==> config.mk <==
export PLATFORM = sky130hd
export DESIGN_NAME = ead_area_decoder
export DESIGN_NICKNAME = d
export VERILOG_FILES = /design/src/ead_pkg.sv /design/src/ead_wait_select.sv /design/src/ead_area_decoder.sv
export SDC_FILE = /design/constraint.sdc
export NUM_CORES = 1
export LEC_CHECK = 0
export BUFFER_PORTS_ARGS = -buffer_cell sky130_fd_sc_hd__buf_2
export CORE_UTILIZATION = 40
export DETAILED_ROUTE_END_ITERATION = 8
export PLACE_DENSITY = 0.65
export SYNTH_ARGS = -nofsm -noshare
export SYNTH_HDL_FRONTEND = slang
export SYNTH_HIERARCHICAL = 1
export SYNTH_SLANG_ARGS = --single-unit
export TNS_END_PERCENT = 50
==> constraint.sdc <==
create_clock -name clk -period 11.6 [get_ports clk]
set_clock_uncertainty 0.15 [all_clocks]
set_input_delay 0.58 -clock clk [delete_from_list [all_inputs] [get_ports clk]]
set_output_delay 0.58 -clock clk [all_outputs]
set_load 0.01 [all_outputs]
==> src/ead_pkg.sv <==
// Constants, types and tables shared by the external area decoder
package ead_pkg;

  localparam int ADDR_W = 32;
  localparam int AREA_LSB = 26;
  localparam int AREA_MSB = 28;
  localparam int CARD_IO_BIT = 25;
  localparam int MUX_ADDR_W = 26;
  localparam int ROW_SHIFT_BASE = 8;

  localparam logic [2:0] AREA0 = 3'h0;
  localparam logic [2:0] AREA1 = 3'h1;
  localparam logic [2:0] AREA2 = 3'h2;
  localparam logic [2:0] AREA3 = 3'h3;
  localparam logic [2:0] AREA4 = 3'h4;
  localparam logic [2:0] AREA5 = 3'h5;
  localparam logic [2:0] AREA6 = 3'h6;
  localparam logic [2:0] AREA_NONE = 3'h7;
  localparam int NUM_AREAS = 7;

  localparam logic [1:0] W_BYTE = 2'h1;
  localparam logic [1:0] W_WORD = 2'h2;
  localparam logic [1:0] W_LONG = 2'h3;

  // Index bit 3 is the card-mode extra wait bit
  localparam logic [5:0] WAIT_TABLE [16] = '{
    6'h00, 6'h01, 6'h02, 6'h03, 6'h04, 6'h06, 6'h08, 6'h0A,
    6'h0C, 6'h0E, 6'h12, 6'h16, 6'h1A, 6'h1E, 6'h22, 6'h26
  };

  // Burst pitch is two clocks plus these waits at most
  localparam logic [5:0] BURST_MAX_A0 = 6'h08;
  localparam logic [5:0] BURST_MAX_ORD = 6'h09;
  localparam logic [5:0] BURST_MAX_CARD = 6'h25;
  localparam logic [1:0] BEAT_LAST = 2'h3;

  localparam logic [5:0] CNT_RST = 6'h00;
  localparam logic [2:0] AREA_RST = 3'h0;
  localparam logic [1:0] BEAT_RST = 2'h0;

  typedef enum logic [2:0] {
    S_IDLE, S_SETUP, S_T1, S_TW, S_T2, S_HOLD, S_ACT, S_CMD
  } ead_state_t;

  typedef struct packed {
    logic [2:0] area0_wait_field;
    logic [1:0] area2_wait_field;
    logic [1:0] area3_wait_field;
    logic [2:0] area4_wait_field;
    logic [2:0] area5_wait_field;
    logic [2:0] area6_wait_field;
    logic area5_wait_extra_bit;
    logic area6_wait_extra_bit;
    logic [1:0] area2_size_field;
    logic [1:0] area3_size_field;
    logic [1:0] area4_size_field;
    logic [1:0] area5_size_field;
    logic [1:0] area6_size_field;
    logic area2_sdram;
    logic area3_sdram;
    logic area5_card;
    logic area6_card;
    logic [2:0] area5_strobe_setup_field;
    logic [2:0] area5_strobe_hold_field;
    logic [2:0] area6_strobe_setup_field;
    logic [2:0] area6_strobe_hold_field;
    logic [1:0] mux_shift;
  } ead_cfg_t;

  typedef struct packed {
    logic [ADDR_W-1:0] addr;
    logic write;
    logic [3:0] byte_en;
    logic burst;
  } ead_req_t;

endpackage

==> src/ead_wait_select.sv <==
// Programmed wait count and external wait permission per area
`timescale 1ns/1ps
`default_nettype none
module ead_wait_select (
  input wire logic [2:0] area,
  input wire ead_pkg::ead_cfg_t cfg,
  input wire logic card,
  input wire logic sdram,
  input wire logic burst,
  output logic [5:0] waits,
  output logic ext_ok
);
  import ead_pkg::*;

  logic [3:0] code;
  logic [5:0] table_w;
  logic [5:0] short_w;
  logic [5:0] raw_w;
  logic [5:0] cap_w;

  // Extra bit only counts in card mode
  assign code = (area == AREA0) ? {1'b0, cfg.area0_wait_field} :
                (area == AREA4) ? {1'b0, cfg.area4_wait_field} :
                (area == AREA5) ? {card & cfg.area5_wait_extra_bit, cfg.area5_wait_field} :
                {card & cfg.area6_wait_extra_bit, cfg.area6_wait_field};
  assign table_w = WAIT_TABLE[code];
  assign short_w = (area == AREA2) ? {4'h0, cfg.area2_wait_field} : {4'h0, cfg.area3_wait_field};
  assign raw_w = (area == AREA2 || area == AREA3) ? short_w : table_w;
  assign cap_w = (area == AREA0) ? BURST_MAX_A0 : card ? BURST_MAX_CARD : BURST_MAX_ORD;
  assign waits = (burst && raw_w > cap_w) ? cap_w : raw_w;
  assign ext_ok = !sdram && area != AREA1 && area != AREA_NONE;
endmodule
`default_nettype wire

==> src/ead_area_decoder.sv <==
// External area decoder: area select, strobes, waits and SDRAM/card steering
`timescale 1ns/1ps
`default_nettype none
module ead_area_decoder (
  input wire logic clk,
  input wire logic sys_rst,
  input wire ead_pkg::ead_cfg_t cfg,
  input wire logic area0_width_pin_a,
  input wire logic area0_width_pin_b,
  input wire logic req_valid,
  input wire ead_pkg::ead_req_t req,
  output logic req_ready,
  output logic req_done,
  output logic req_internal,
  input wire logic wait_n,
  output logic [1:0] bus_width,
  output logic [ead_pkg::MUX_ADDR_W-1:0] mem_addr,
  output logic area0_select_n,
  output logic area2_select_n,
  output logic area3_select_n,
  output logic area4_select_n,
  output logic area5_select_n,
  output logic area6_select_n,
  output logic read_strobe_n,
  output logic byte_write_strobe0_n,
  output logic byte_write_strobe1_n,
  output logic byte_write_strobe2_n,
  output logic byte_write_strobe3_n,
  output logic row_strobe_upper_n,
  output logic row_strobe_lower_n,
  output logic column_strobe_upper_n,
  output logic column_strobe_lower_n,
  output logic sdram_write_n,
  output logic byte_mask_0,
  output logic byte_mask_1,
  output logic byte_mask_2,
  output logic byte_mask_3,
  output logic card_a_enable1_n,
  output logic card_a_enable2_n,
  output logic card_b_enable1_n,
  output logic card_b_enable2_n,
  output logic card_io_read_n,
  output logic card_io_write_n
);
  import ead_pkg::*;

  ead_state_t state_r, state_nxt;
  ead_req_t req_r;
  logic [2:0] area_r;
  logic [5:0] cnt_r, cnt_nxt;
  logic [5:0] waits_r;
  logic [5:0] tw_len_r;
  logic [2:0] hold_r;
  logic [1:0] beat_r;
  logic [1:0] bus_width_r;
  logic wait_en_r, sdram_r, card_r, done_r, internal_r;

  logic accept;
  logic [2:0] req_area;
  logic ext_area, req_sdram, req_card;
  logic [2:0] req_setup, req_hold;
  logic [1:0] raw_width, req_width;
  logic [5:0] sel_waits;
  logic sel_ext_ok, sel_wait_en, ext_stall;
  logic in_cycle, strobe_ph, ord_sel, sd_ph, io_range;
  logic [NUM_AREAS-1:0] sel_hit;
  logic [3:0] we_hit;
  logic [ADDR_W-1:0] row_addr;

  // Upper address bits never reach the decode, which makes the shadows
  assign req_area = req.addr[AREA_MSB:AREA_LSB];
  assign accept = req_valid && state_r == S_IDLE;
  assign ext_area = req_area != AREA1 && req_area != AREA_NONE;
  assign req_sdram = (req_area == AREA2 && cfg.area2_sdram) ||
                     (req_area == AREA3 && cfg.area3_sdram);
  assign req_card = (req_area == AREA5 && cfg.area5_card) ||
                    (req_area == AREA6 && cfg.area6_card);
  assign req_setup = (req_area == AREA5) ? cfg.area5_strobe_setup_field :
                     (req_area == AREA6) ? cfg.area6_strobe_setup_field : 3'h0;
  assign req_hold = (req_area == AREA5) ? cfg.area5_strobe_hold_field :
                    (req_area == AREA6) ? cfg.area6_strobe_hold_field : 3'h0;

  assign raw_width = (req_area == AREA0) ? {area0_width_pin_b, area0_width_pin_a} :
                     (req_area == AREA2) ? cfg.area2_size_field :
                     (req_area == AREA3) ? cfg.area3_size_field :
                     (req_area == AREA4) ? cfg.area4_size_field :
                     (req_area == AREA5) ? cfg.area5_size_field : cfg.area6_size_field;
  // Cards are at most 16 bits wide, so a long setting falls back to word
  assign req_width = (req_card && raw_width == W_LONG) ? W_WORD : raw_width;

  ead_wait_select u_wait (
    .area(req_area),
    .cfg(cfg),
    .card(req_card),
    .sdram(req_sdram),
    .burst(req.burst),
    .waits(sel_waits),
    .ext_ok(sel_ext_ok)
  );

  assign sel_wait_en = sel_ext_ok && sel_waits != 6'h00;
  // Sampled only on the last programmed wait, then repeated while held low
  assign ext_stall = wait_en_r && !wait_n && cnt_r == 6'h01;

  always_comb begin
    state_nxt = state_r;
    cnt_nxt = cnt_r;
    unique case (state_r)
      S_IDLE: begin
        if (accept && ext_area) begin
          if (req_sdram) begin
            state_nxt = S_ACT;
          end else if (req_setup != 3'h0) begin
            state_nxt = S_SETUP;
            cnt_nxt = {3'h0, req_setup};
          end else begin
            state_nxt = S_T1;
          end
        end
      end
      S_SETUP: begin
        if (cnt_r == 6'h01) begin
          state_nxt = S_T1;
        end else begin
          cnt_nxt = cnt_r - 6'h01;
        end
      end
      S_T1: begin
        if (waits_r != 6'h00) begin
          state_nxt = S_TW;
          cnt_nxt = waits_r;
        end else begin
          state_nxt = S_T2;
        end
      end
      S_TW: begin
        if (cnt_r > 6'h01) begin
          cnt_nxt = cnt_r - 6'h01;
        end else if (!ext_stall) begin
          state_nxt = S_T2;
        end
      end
      S_T2: begin
        if (req_r.burst && beat_r != BEAT_LAST) begin
          state_nxt = S_T1;
        end else if (hold_r != 3'h0) begin
          state_nxt = S_HOLD;
          cnt_nxt = {3'h0, hold_r};
        end else begin
          state_nxt = S_IDLE;
        end
      end
      S_HOLD: begin
        if (cnt_r == 6'h01) begin
          state_nxt = S_IDLE;
        end else begin
          cnt_nxt = cnt_r - 6'h01;
        end
      end
      S_ACT: state_nxt = S_CMD;
      S_CMD: state_nxt = S_IDLE;
    endcase
  end

  always_ff @(posedge clk) begin
    if (sys_rst) begin
      state_r <= S_IDLE;
      cnt_r <= CNT_RST;
    end else begin
      state_r <= state_nxt;
      cnt_r <= cnt_nxt;
    end
  end

  // Request fields are captured once; the cycle runs from the copy
  always_ff @(posedge clk) begin
    if (sys_rst) begin
      req_r <= '0;
      area_r <= AREA_RST;
      waits_r <= CNT_RST;
      hold_r <= 3'h0;
      bus_width_r <= W_BYTE;
      wait_en_r <= 1'b0;
      sdram_r <= 1'b0;
      card_r <= 1'b0;
    end else if (accept) begin
      req_r <= req;
      area_r <= req_area;
      waits_r <= sel_waits;
      hold_r <= req_hold;
      bus_width_r <= req_width;
      wait_en_r <= sel_wait_en;
      sdram_r <= req_sdram;
      card_r <= req_card;
    end
  end

  always_ff @(posedge clk) begin
    if (sys_rst) begin
      beat_r <= BEAT_RST;
    end else if (accept) begin
      beat_r <= BEAT_RST;
    end else if (state_r == S_T2 && state_nxt == S_T1) begin
      beat_r <= beat_r + 2'h1;
    end
  end

  always_ff @(posedge clk) begin
    if (sys_rst) begin
      done_r <= 1'b0;
      internal_r <= 1'b0;
    end else begin
      done_r <= (accept && !ext_area) || (state_r != S_IDLE && state_nxt == S_IDLE);
      internal_r <= accept && !ext_area;
    end
  end

  always_ff @(posedge clk) begin
    if (sys_rst || state_r != S_TW) begin
      tw_len_r <= CNT_RST;
    end else begin
      tw_len_r <= tw_len_r + 6'h01;
    end
  end

  assign req_ready = state_r == S_IDLE;
  assign req_done = done_r;
  assign req_internal = internal_r;
  assign bus_width = bus_width_r;

  assign in_cycle = state_r inside {S_SETUP, S_T1, S_TW, S_T2, S_HOLD};
  assign strobe_ph = state_r inside {S_T1, S_TW, S_T2};
  assign ord_sel = in_cycle && !card_r;
  assign sd_ph = state_r == S_ACT || state_r == S_CMD;
  assign io_range = req_r.addr[CARD_IO_BIT];

  // Area 1 and code 111 never leave idle, so no select fires for them
  for (genvar i = 0; i < NUM_AREAS; i++) begin : g_sel
    assign sel_hit[i] = area_r == 3'(i) && (ord_sel || sd_ph);
  end
  assign area0_select_n = !sel_hit[0];
  assign area2_select_n = !sel_hit[2];
  assign area3_select_n = !sel_hit[3];
  assign area4_select_n = !sel_hit[4];
  assign area5_select_n = !sel_hit[5];
  assign area6_select_n = !sel_hit[6];

  assign read_strobe_n = !(strobe_ph && !req_r.write);
  // A card write uses lane 1 only; ordinary writes follow the byte enables
  for (genvar i = 0; i < 4; i++) begin : g_we
    assign we_hit[i] = strobe_ph && req_r.write &&
                       (card_r ? (i == 1) : req_r.byte_en[i]);
  end
  assign byte_write_strobe0_n = !we_hit[0];
  assign byte_write_strobe1_n = !we_hit[1];
  assign byte_write_strobe2_n = !we_hit[2];
  assign byte_write_strobe3_n = !we_hit[3];

  assign row_strobe_upper_n = state_r != S_ACT;
  assign row_strobe_lower_n = state_r != S_ACT;
  assign column_strobe_upper_n = state_r != S_CMD;
  assign column_strobe_lower_n = state_r != S_CMD;
  assign sdram_write_n = !(state_r == S_CMD && req_r.write);
  assign byte_mask_0 = !(state_r == S_CMD && req_r.byte_en[0]);
  assign byte_mask_1 = !(state_r == S_CMD && req_r.byte_en[1]);
  assign byte_mask_2 = !(state_r == S_CMD && req_r.byte_en[2]);
  assign byte_mask_3 = !(state_r == S_CMD && req_r.byte_en[3]);
  assign row_addr = req_r.addr >> (ROW_SHIFT_BASE + int'(cfg.mux_shift));
  assign mem_addr = (state_r == S_ACT) ? row_addr[MUX_ADDR_W-1:0] :
                    req_r.addr[MUX_ADDR_W-1:0];

  assign card_a_enable1_n = !(in_cycle && card_r && area_r == AREA5);
  assign card_a_enable2_n = !(in_cycle && card_r && area_r == AREA5);
  assign card_b_enable1_n = !(in_cycle && card_r && area_r == AREA6);
  assign card_b_enable2_n = !(in_cycle && card_r && area_r == AREA6);
  assign card_io_read_n = !(strobe_ph && card_r && area_r == AREA6 && io_range && !req_r.write);
  assign card_io_write_n = !(strobe_ph && card_r && area_r == AREA6 && io_range && req_r.write);
endmodule
`default_nettype wire

---- Word level (Yosys, flattened, before mapping) ----
Memory sizes are Yosys's and may differ from the RTL's.
Index checks and enable logic that the tools add are counted.
cells by class
  add/sub/neg operators ................... 3
  magnitude comparators ................... 3
  eq/ne operators ......................... 33
  shift operators ......................... 1
  muxes and demuxes ....................... 45
  bitwise logic cells ..................... 3
  reductions and logical operators ........ 90
operators with widths
  kind                                                  number
  two-way mux 6 bit                                     14
  logical AND 1 bit                                     44
  two-way mux 3 bit                                     13
  right shift 32 x 5 -> 26 bit                          1
  equality test 3 bit (second input constant)           10
  case mux 6 bit (5 select lines)                       1
  two-way mux 26 bit                                    1
  logical NOT 1 bit                                     25
  case mux 3 bit (8 select lines)                       1
  equality test 3 x 2 -> 1 bit (second input constant)  7
  two-way mux 2 bit                                     8
  inequality test 2 bit (second input constant)         7
  logical NOT 3 bit                                     4
  two-way mux 4 bit                                     3
  nonzero test 3 bit                                    4
  nonzero test 6 bit                                    2
  nonzero test 5 bit                                    2
  inequality test 3 bit (second input constant)         3
  AND reduction 9 bit                                   1
  equality test 6 x 1 -> 1 bit (second input constant)  1
  > comparator 6 x 1 -> 1 bit (second input constant)   1
  > comparator 6 bit                                    1
  logical OR 1 bit                                      6
  subtractor 6 x 1 -> 6 bit (second input constant)     1
  other kinds (11)                                      17
word-level totals
  register bits ........................... 67
  bits in read-only memories .............. 96
  input port bits ......................... 90
  output and inout port bits .............. 57
  logic and storage cells ................. 194
  memories kept ........................... 1
memories
  name              depth  bits a word  rd ports  clocked after memory_dff  write ports  line                   RTL
  (name not given)  16     6            1         0                         0            ead_wait_select.sv:26  assign table_w = WAIT_TABLE[code];

---- Logic depth before layout (Yosys ltp) ----
Gate-level depths: netlist of the first run.
  depth after elaboration ................. 17
  depth in mapped cells ................... 19

---- Modules after synthesis ----
Netlist of the first run, hierarchy kept.
modules (own cells, without submodules)
  module            instances  cells an instance  area an instance (um^2)  seq. area each (um^2)
  ead_area_decoder  1          509                4003.8                   1281.2
  ead_wait_select   1          88                 659.4                    0.0

---- Worst setup path before layout of the first run ----
OpenSTA, ideal clock, no wires.
  path kind ............................... input port to flip-flop
  from .................................... input req[33] (netlist bit)
  to ...................................... register wait_en_r
  library setup time ...................... 0.132 ns
  data arrival time ....................... 4.394 ns
  path slack .............................. 6.924 ns
  cell stages on the path ................. 19
  buffers on the path ..................... 2
  path through ............................ buf_2 -> nor2b_1 -> clkbuf_1 -> a22oi_1 -> nor2_1 -> and3_1 -> a31o_2 -> nor2_1 -> a211oi_1 -> ha_1 -> and4_1 -> a31o_2 -> a22o_1 -> nand4_1 -> o211ai_2 -> mux2_1 -> or4_1 -> o311ai_0 -> a21oi_1
on the way
  longest elaborated chain between the ends .. 17
ends and longest elaborated chain
  item                                                   line                                            RTL
  start: declaration                                     ead_area_decoder.sv:11                          input wire ead_pkg::ead_req_t req,
  equality test 3 bit, on equally long branches          ead_area_decoder.sv:76, ead_area_decoder.sv:77
  logical AND 1 bit, on equally long branches            ead_area_decoder.sv:76, ead_area_decoder.sv:77
  logical OR 1 bit (*)                                   ead_area_decoder.sv:76                          assign req_card = (req_area == AREA5 && cfg.area5_card) ||
  named net req_card                                     ead_area_decoder.sv:60                          logic ext_area, req_sdram, req_card;
  bitwise AND 1 bit, on equally long branches            ead_wait_select.sv:25, ead_wait_select.sv:24
  two-way mux 4 bit                                      ead_wait_select.sv:24                           (area == AREA5) ? {card & cfg.area5_wait_extra_bit, cfg.area5_wait_field} :
  two-way mux 4 bit                                      ead_wait_select.sv:23                           (area == AREA4) ? {1'b0, cfg.area4_wait_field} :
  two-way mux 4 bit                                      ead_wait_select.sv:22                           assign code = (area == AREA0) ? {1'b0, cfg.area0_wait_field} :
  (+2 left out)                                          n/a
  two-way mux 6 bit (not written as such) (2 in series)  ead_wait_select.sv:26
  two-way mux 6 bit                                      ead_wait_select.sv:28                           assign raw_w = (area == AREA2 || area == AREA3) ? short_w : table_w;
  > comparator 6 bit                                     ead_wait_select.sv:30                           assign waits = (burst && raw_w > cap_w) ? cap_w : raw_w;
  logical AND 1 bit                                      ead_wait_select.sv:30
  two-way mux 6 bit (*)                                  ead_wait_select.sv:30
  named net sel_waits[2]                                 ead_area_decoder.sv:63                          logic [5:0] sel_waits;
  nonzero test 6 bit (*)                                 ead_area_decoder.sv:101                         assign sel_wait_en = sel_ext_ok && sel_waits != 6'h00;
  logical AND 1 bit (*)                                  ead_area_decoder.sv:101
  end signal: assignment                                 ead_area_decoder.sv:192                         wait_en_r <= sel_wait_en;
  end: declaration                                       ead_area_decoder.sv:56                          logic wait_en_r, sdram_r, card_r, done_r, internal_r;
Mark *: on every way through the listed nets, which the timed path passes. The rest lies on a longest branch. The select of a mux whose other input is x is not followed.
A chain may end at the register's enable or synchronous reset.

---- Worst setup path in the final report of the first run ----
  from .................................... input req[32] (netlist bit)
  to ...................................... register wait_en_r
Same word-level chain as after synthesis.

==> flow_summary.json, run 1 <==
{
  "post-cts-setup-buffers": 0,
  "tightest_slew_ns": 0.9492,
  "timing.final.hold_violations": 0,
  "final_net_count": 805,
  "global_route_wire_length_before_repair_um": 20360,
  "core_area_mm2": 0.01137,
  "grt_overflow_total": 0,
  "drtPass1Iterations": 5,
  "final_period_minus_worst_setup_slack_ns": 5.413,
  "cts-hold-fix-buffers": 0,
  "route.antenna.remaining_nets": 0,
  "fill_cells": 1106,
  "max_freq_mhz": 184.7,
  "finalHoldWorstSlack_ns": 0.3086,
  "synthesis.nets": 696,
  "run_status": "completed",
  "drt_first_iter_violations": 366,
  "final_layout_setup_total_negative_slack_ns": 0,
  "number_of_max_slew_violations_in_the_final_report": 0,
  "use_met1_pct": 27.95,
  "register_area_mm2": 0.001281,
  "arrival_ns": 5.45,
  "placed_cells": 838,
  "worstPathBufferInverterCount": 1,
  "grt_antenna_before_repair": 0,
  "stdcell_area_mm2": 0.005664,
  "grt_setup_unrepaired": "false",
  "critPathKind": "input port to flop",
  "slowest_stage": "sky130_fd_sc_hd__nor2_1",
  "number_of_storage_elements_in_the_synthesis_netlist": 64,
  "cts_max_level": 3,
  "first_global_vias": 4155,
  "grt_start_max_net_pins": 66,
  "initial_utilization_pct": 41.01,
  "synthArstFlopShare_pct": 0,
  "dominantRegCellSynth": "sky130_fd_sc_hd__dfxtp_1",
  "required_ns": 11.63,
  "buffers_added_on_ports": 146,
  "mostFrequentLayoutCells": "sky130_fd_sc_hd__buf_2 (146), sky130_fd_sc_hd__nand2_1 (130), sky130_fd_sc_hd__a21oi_1 (69)",
  "cpLargestDelayFamily": "simple AND/OR/NAND/NOR gates",
  "post-route-drc-count": 0,
  "antenna_cells_inserted": 0,
  "cts-resized-gates": 0,
  "finalNonFillerCells": 854,
  "hold_path.class": "flop to flop",
  "cts-buffers-inserted": 9,
  "yosysSeqAreaShare_pct": 27.48,
  "vdd_ir_drop_max_mv": 0.07539,
  "max-clock-path-buffers": 2,
  "routabilityCongestion": 0.8916,
  "top_level_ports": 147,
  "synth_edf_count": 0,
  "routed-via-count": 4776,
  "wl_per_cell_um": 15.48,
  "cts_root_buf": "sky130_fd_sc_hd__clkbuf_16",
  "die-area_mm2": 0.01209,
  "global_route.peak_usage_layer": "met2",
  "synth.avg_cell_area_um2": 7.811,
  "clkTransAtPathRegs_ns": 0.06,
  "row_count": 39,
  "area.growth.synth_to_final_pct": 21.46,
  "grt_util_all_layers_pct": 21.51,
  "max_stage_delay_ns": 0.55,
  "worstSkewPairLatency_ns": 0.33,
  "timing.critical_path.to_type": "flop",
  "timing.critical_path.cells": "buf_2, nor2b_1, a22oi_1, nor2_1, and3_1, a31o_2, nor2_1, a211oi_1, ha_1, and4_1, a31o_2, a22o_1, nand4_1, o211ai_2, mux2_1, or4_1, o311ai_0, a21oi_1",
  "synthesis.area_mm2": 0.004663,
  "chipHeight_um": 110.0,
  "post_synth_num_cell_types": 67,
  "multiInputGateArea_mm2": 0.003078,
  "die_x_um": 110.0,
  "timing.final.crit_share_pct": 46.66,
  "most_frequent_standard_cell_in_the_layout_excluding_fill_and_tap_cells": "sky130_fd_sc_hd__buf_2",
  "placement.cell_area_mm2": 0.005336,
  "vias_per_cell": 5.593,
  "finish.utilization_pct": 49.82,
  "use_met3_pct": 3.586,
  "global_route_met2_usage_pct": 36.79,
  "tritoncts": "done",
  "tritoncts_num_sinks": 64,
  "max_slew_headroom_pct": 36.72,
  "route.final.wire_length_um": 13220,
  "crit_fanout": 26,
  "layout-drive-gt1-share_pct": 30.10,
  "final-setup-viol-count": 0,
  "post_synth_inst_count": 597,
  "timing.critical_path.from_type": "input port",
  "synthesis.yosys.warnings": 6,
  "cap_violations": 0,
  "power_density_mw_per_mm2": 140.1,
  "p_leak_uw": 0.002400,
  "dp_hpwl_um": 9453
}
layer usage:
metal  wire (µm)  share of wire, %
met1        5868                44
met2        6282                48
met3         874               6.6
met4         192               1.5
met5           0                 0
stage by stage:
stage | power [µW] | worst slack (ns)
final | 793.7 | 6.187
after global routing | 840.0 | 5.925
after CTS | 799.7 | 6.311
after detailed placement | 497.2 | 5.983
after global placement | 492.3 | 6.292
after floorplan | 431.8 | 6.924
sequential cells by signal, indices dropped and copies added, names as in the netlist, 2 cells and up:
| name | flops |
|---|---|
| waits_r | 6 |
| state_r | 3 |
| cnt_r | 6 |
| req_r | 37 |
| beat_r | 2 |
| bus_width | 2 |
| hold_r | 3 |
path summary, 6_finish.rpt:
path,from,endpoint,slack (ns),cells past startpoint
min reg2reg,req_r[8],req_r[8],0.31,2
min,req_r[8],req_r[8],0.31,2
max reg2reg,state_r[0],req_done,8.80,6
max,req[32],wait_en_r,6.19,18
tightest hold or removal path, stage by stage (launching register included):
cell and delay (ns):
sky130_fd_sc_hd__dfxtp_1 0.31, sky130_fd_sc_hd__nand2_1 0.05, sky130_fd_sc_hd__a21oi_1 0.05
kinds of logic after synthesis:
group,count (synthesis),synth area share [%]
AO/OA/AOI/OAI,143,19.61
buffers and inverters,64,6.547
adder cells (fa/ha/maj),9,2.415
AND/OR/NAND/NOR,254,25.81
flip-flops,64,27.48
multiplexers,61,17.76
XOR/XNOR,2,0.3757
cell type report:
cell class                      count  share of cell area (%)
Clock buffer                        9                   3.976
Multi-Input combinational cell    469                   54.34
Inverter                           14                  0.9278
Tap cell                          143                   3.159
Sequential cell                    64                   22.62
Clock inverter                      7                   1.811
Timing Repair Buffer              148                   13.17
cell usage after synthesis, types with 3 or more instances:
library cell               number  area (µm²)
sky130_fd_sc_hd__a211oi_1       5       37.54
sky130_fd_sc_hd__a21oi_1       69       345.3
sky130_fd_sc_hd__a221oi_1       3       26.28
sky130_fd_sc_hd__a22oi_1        4       30.03
sky130_fd_sc_hd__a31o_2         3       26.28
sky130_fd_sc_hd__a31oi_1        5       31.28
sky130_fd_sc_hd__a32o_1         5       50.05
sky130_fd_sc_hd__and2_1         8       50.05
sky130_fd_sc_hd__and2b_1        3       22.52
sky130_fd_sc_hd__and3_1         5       31.28
sky130_fd_sc_hd__buf_1          3       11.26
sky130_fd_sc_hd__buf_2          5       25.02
sky130_fd_sc_hd__buf_4          5       37.54
sky130_fd_sc_hd__buf_6          3       33.78
sky130_fd_sc_hd__clkbuf_1      32       120.1
sky130_fd_sc_hd__dfxtp_1       64        1281
sky130_fd_sc_hd__ha_1           9       112.6
sky130_fd_sc_hd__inv_1         14       52.55
sky130_fd_sc_hd__mux2_1         3       33.78
sky130_fd_sc_hd__mux2_2        21       236.5
sky130_fd_sc_hd__mux2i_1       22       220.2
sky130_fd_sc_hd__mux4_2        15       337.8
sky130_fd_sc_hd__nand2_1      130       488.0
sky130_fd_sc_hd__nand2b_1      10       62.56
sky130_fd_sc_hd__nand3_1       11       55.05
sky130_fd_sc_hd__nand3b_1       4       30.03
sky130_fd_sc_hd__nand4_1        7       43.79
sky130_fd_sc_hd__nor2_1        33       123.9
sky130_fd_sc_hd__nor2b_1       13       81.33
sky130_fd_sc_hd__nor3_1        12       60.06
sky130_fd_sc_hd__o21ai_0       18       90.09
sky130_fd_sc_hd__o21ai_1        4       20.02
sky130_fd_sc_hd__o22ai_1        3       18.77
sky130_fd_sc_hd__o311ai_0       3       26.28
power by group:
group	leakage [µW]	total (µW)	internal, µW	switching [µW]
Combinational	0.00172	222	96.2	126
Clock	0.000157	299	190	109
Sequential	0.000524	273	242	30.3
Power figures use the tool's default switching activity.
==> run 2: changes to the inputs <==
--- a/config.mk
+++ b/config.mk
@@ -8,7 +8,7 @@
 export BUFFER_PORTS_ARGS = -buffer_cell sky130_fd_sc_hd__buf_2
 export CORE_UTILIZATION = 40
 export DETAILED_ROUTE_END_ITERATION = 8
-export PLACE_DENSITY = 0.65
+export PLACE_DENSITY = 0.68
 export SYNTH_ARGS = -nofsm -noshare
 export SYNTH_HDL_FRONTEND = slang
 export SYNTH_HIERARCHICAL = 1
==> constraint.sdc (replaced) <==
create_clock -name clk -period 4.95 [get_ports clk]
set_clock_uncertainty 0.15 [all_clocks]
set_input_delay 0.2475 -clock clk [delete_from_list [all_inputs] [get_ports clk]]
set_output_delay 0.2475 -clock clk [all_outputs]
set_load 0.01 [all_outputs]
==> flow_summary.json, run 2 (synthesis gave the netlist of run 1 again) <==
{
  "dp_hpwl_um": 9835,
  "global_route_wire_length_before_repair_um": 21310,
  "final_net_count": 821,
  "grt_start_max_net_pins": 66,
  "multiInputGateArea_mm2": 0.003078,
  "hp-start": "req[7]",
  "worstReg2RegStart": "state_r[1]",
  "mostFrequentLayoutCells": "sky130_fd_sc_hd__buf_2 (146), sky130_fd_sc_hd__nand2_1 (130), sky130_fd_sc_hd__a21oi_1 (69)",
  "drtPass1Iterations": 4,
  "tightest_slew_ns": 0.9432,
  "cap_violations": 0,
  "buffers_added_on_ports": 146,
  "area.growth.synth_to_final_pct": 25.06,
  "max_slew_headroom_pct": 37.12,
  "placement.cell_area_mm2": 0.005381,
  "timing.final.hold_violations": 0,
  "tritoncts": "done",
  "routed-via-count": 4764,
  "max_freq_mhz": 235.4,
  "cts_max_level": 3,
  "finish.utilization_pct": 51.29,
  "max_flop_register": "req_r",
  "p_leak_uw": 0.002486,
  "chipHeight_um": 110.0,
  "run_status": "completed",
  "antenna_cells_inserted": 0,
  "cts-hold-fix-buffers": 10,
  "post-route-drc-count": 0,
  "vias_per_cell": 5.476,
  "number_of_max_slew_violations_in_the_final_report": 0,
  "final_period_minus_worst_setup_slack_ns": 4.249,
  "first_global_vias": 4378,
  "stdcell_area_mm2": 0.005832,
  "timing.critical_path.to_type": "flop",
  "final_layout_setup_total_negative_slack_ns": 0,
  "top_level_ports": 147,
  "grt_antenna_before_repair": 0,
  "routabilityCongestion": 0.8983,
  "core_area_mm2": 0.01137,
  "most_frequent_standard_cell_in_the_layout_excluding_fill_and_tap_cells": "sky130_fd_sc_hd__buf_2",
  "row_count": 39,
  "drt_first_iter_violations": 272,
  "final-setup-viol-count": 0,
  "route.final.wire_length_um": 13510,
  "hold_path.class": "input port to flop",
  "grt_setup_unrepaired": "false",
  "tritoncts_num_sinks": 64,
  "crit_fanout": 10,
  "route.antenna.remaining_nets": 0,
  "largest_reg_flops": 37,
  "timing.critical_path.from_type": "input port",
  "wl_per_cell_um": 15.52,
  "die-area_mm2": 0.01209,
  "fill_cells": 1140,
  "worstSkewPairLatency_ns": 0.33,
  "register_area_mm2": 0.001281,
  "post-cts-setup-buffers": 0,
  "layout_top_registers": "req_r: 37 flops, cnt_r: 6 flops, waits_r: 6 flops",
  "grt_util_all_layers_pct": 22.66,
  "cts-buffers-inserted": 9,
  "power_density_mw_per_mm2": 331.2,
  "timing.final.crit_share_pct": 85.83,
  "die_x_um": 110.0,
  "timing.critical_path.from": "req[32]",
  "max-clock-path-buffers": 2,
  "required_ns": 4.99,
  "initial_utilization_pct": 41.01,
  "grt_overflow_total": 0,
  "cts-resized-gates": 0,
  "cts_root_buf": "sky130_fd_sc_hd__clkbuf_16",
  "arrival_ns": 4.28,
  "critPathKind": "input port to flop",
  "clkTransAtPathRegs_ns": 0.06,
  "layout-drive-gt1-share_pct": 30.26,
  "vdd_ir_drop_max_mv": 0.1796
}
## run 2: changes by cell type in the layout (fill, tap and decap cells not counted)
| cell | delta |
|---|---|
| sky130_fd_sc_hd__buf_4 | +6 |
| sky130_fd_sc_hd__bufinv_16 | +1 |
| sky130_fd_sc_hd__clkinv_4 | -1 |
| sky130_fd_sc_hd__clkinvlp_4 | -1 |
| sky130_fd_sc_hd__dlygate4sd3_1 | +10 |
| sky130_fd_sc_hd__inv_6 | +1 |
## run 2: routing by layer
| layer | global-route usage (%) | share of wire, % | vias up |
|---|---|---|---|
| met5 | 0 | 0 | - |
| met4 | 6.286 | 1.2 | 0 |
| met3 | 4.409 | 6.6 | 15 |
| met2 | 40.36 | 49 | 169 |
| met1 | 27.64 | 43 | 2199 |
| li1 | - | - | 2381 |
## run 2: critical path: stages
cell and delay, ns:
sky130_fd_sc_hd__buf_2 0.21, sky130_fd_sc_hd__nor2b_1 0.20, sky130_fd_sc_hd__a22oi_1 0.09, sky130_fd_sc_hd__nor2_1 0.18
sky130_fd_sc_hd__buf_4 0.19, sky130_fd_sc_hd__and3_1 0.19, sky130_fd_sc_hd__a31o_2 0.14, sky130_fd_sc_hd__nor2_1 0.04
sky130_fd_sc_hd__a211oi_1 0.31, sky130_fd_sc_hd__ha_1 0.32, sky130_fd_sc_hd__and4_1 0.18, sky130_fd_sc_hd__a31o_2 0.21
sky130_fd_sc_hd__a22o_1 0.19, sky130_fd_sc_hd__nand4_1 0.08, sky130_fd_sc_hd__o211ai_2 0.16, sky130_fd_sc_hd__mux2_1 0.36
sky130_fd_sc_hd__or4_1 0.49, sky130_fd_sc_hd__o311ai_0 0.35, sky130_fd_sc_hd__a21oi_1 0.13
## run 2: report_power, final
group / total [µW] / switching, µW / internal [µW] / leakage [µW]
Clock: 764 / 265 / 499 / 0.000171
Combinational: 530 / 297 / 233 / 0.00179
Sequential: 637 / 69.5 / 568 / 0.000524
Total: 1930 / 632 / 1300 / 0.00249
## run 2: worst paths after layout
check / end / slack, ns / cells after the start
hold reg to reg: req_r[7] / 0.30 / 2
setup / recovery: wait_en_r / 0.70 / 19
setup reg to reg: req_done / 2.16 / 6
hold / removal: req_r[7] / 0.005 / 3
## run 2: area by class of cell
cell class | instances | area share, %
sequential | 64 | 21.97
clock buffer | 9 | 3.862
multi-input combinational | 469 | 52.78
timing repair buffer | 164 | 15.28
clock inverter | 7 | 2.145
inverter | 14 | 0.9011
tap | 143 | 3.068
## run 2: through the flow
step	hold WS, ns	worst slack [ns]	std cells	total power, µW
5_1_grt	0.007128	0.4294	870	2035
2_1_floorplan	0.1878	0.6061	597	1012
3_5_place_dp	0.2977	0.4254	844	1170
4_1_cts	0.0003456	0.6901	870	1942
3_3_place_gp	0.2942	0.5796	844	1159
6_report	0.005073	0.7012	870	1931
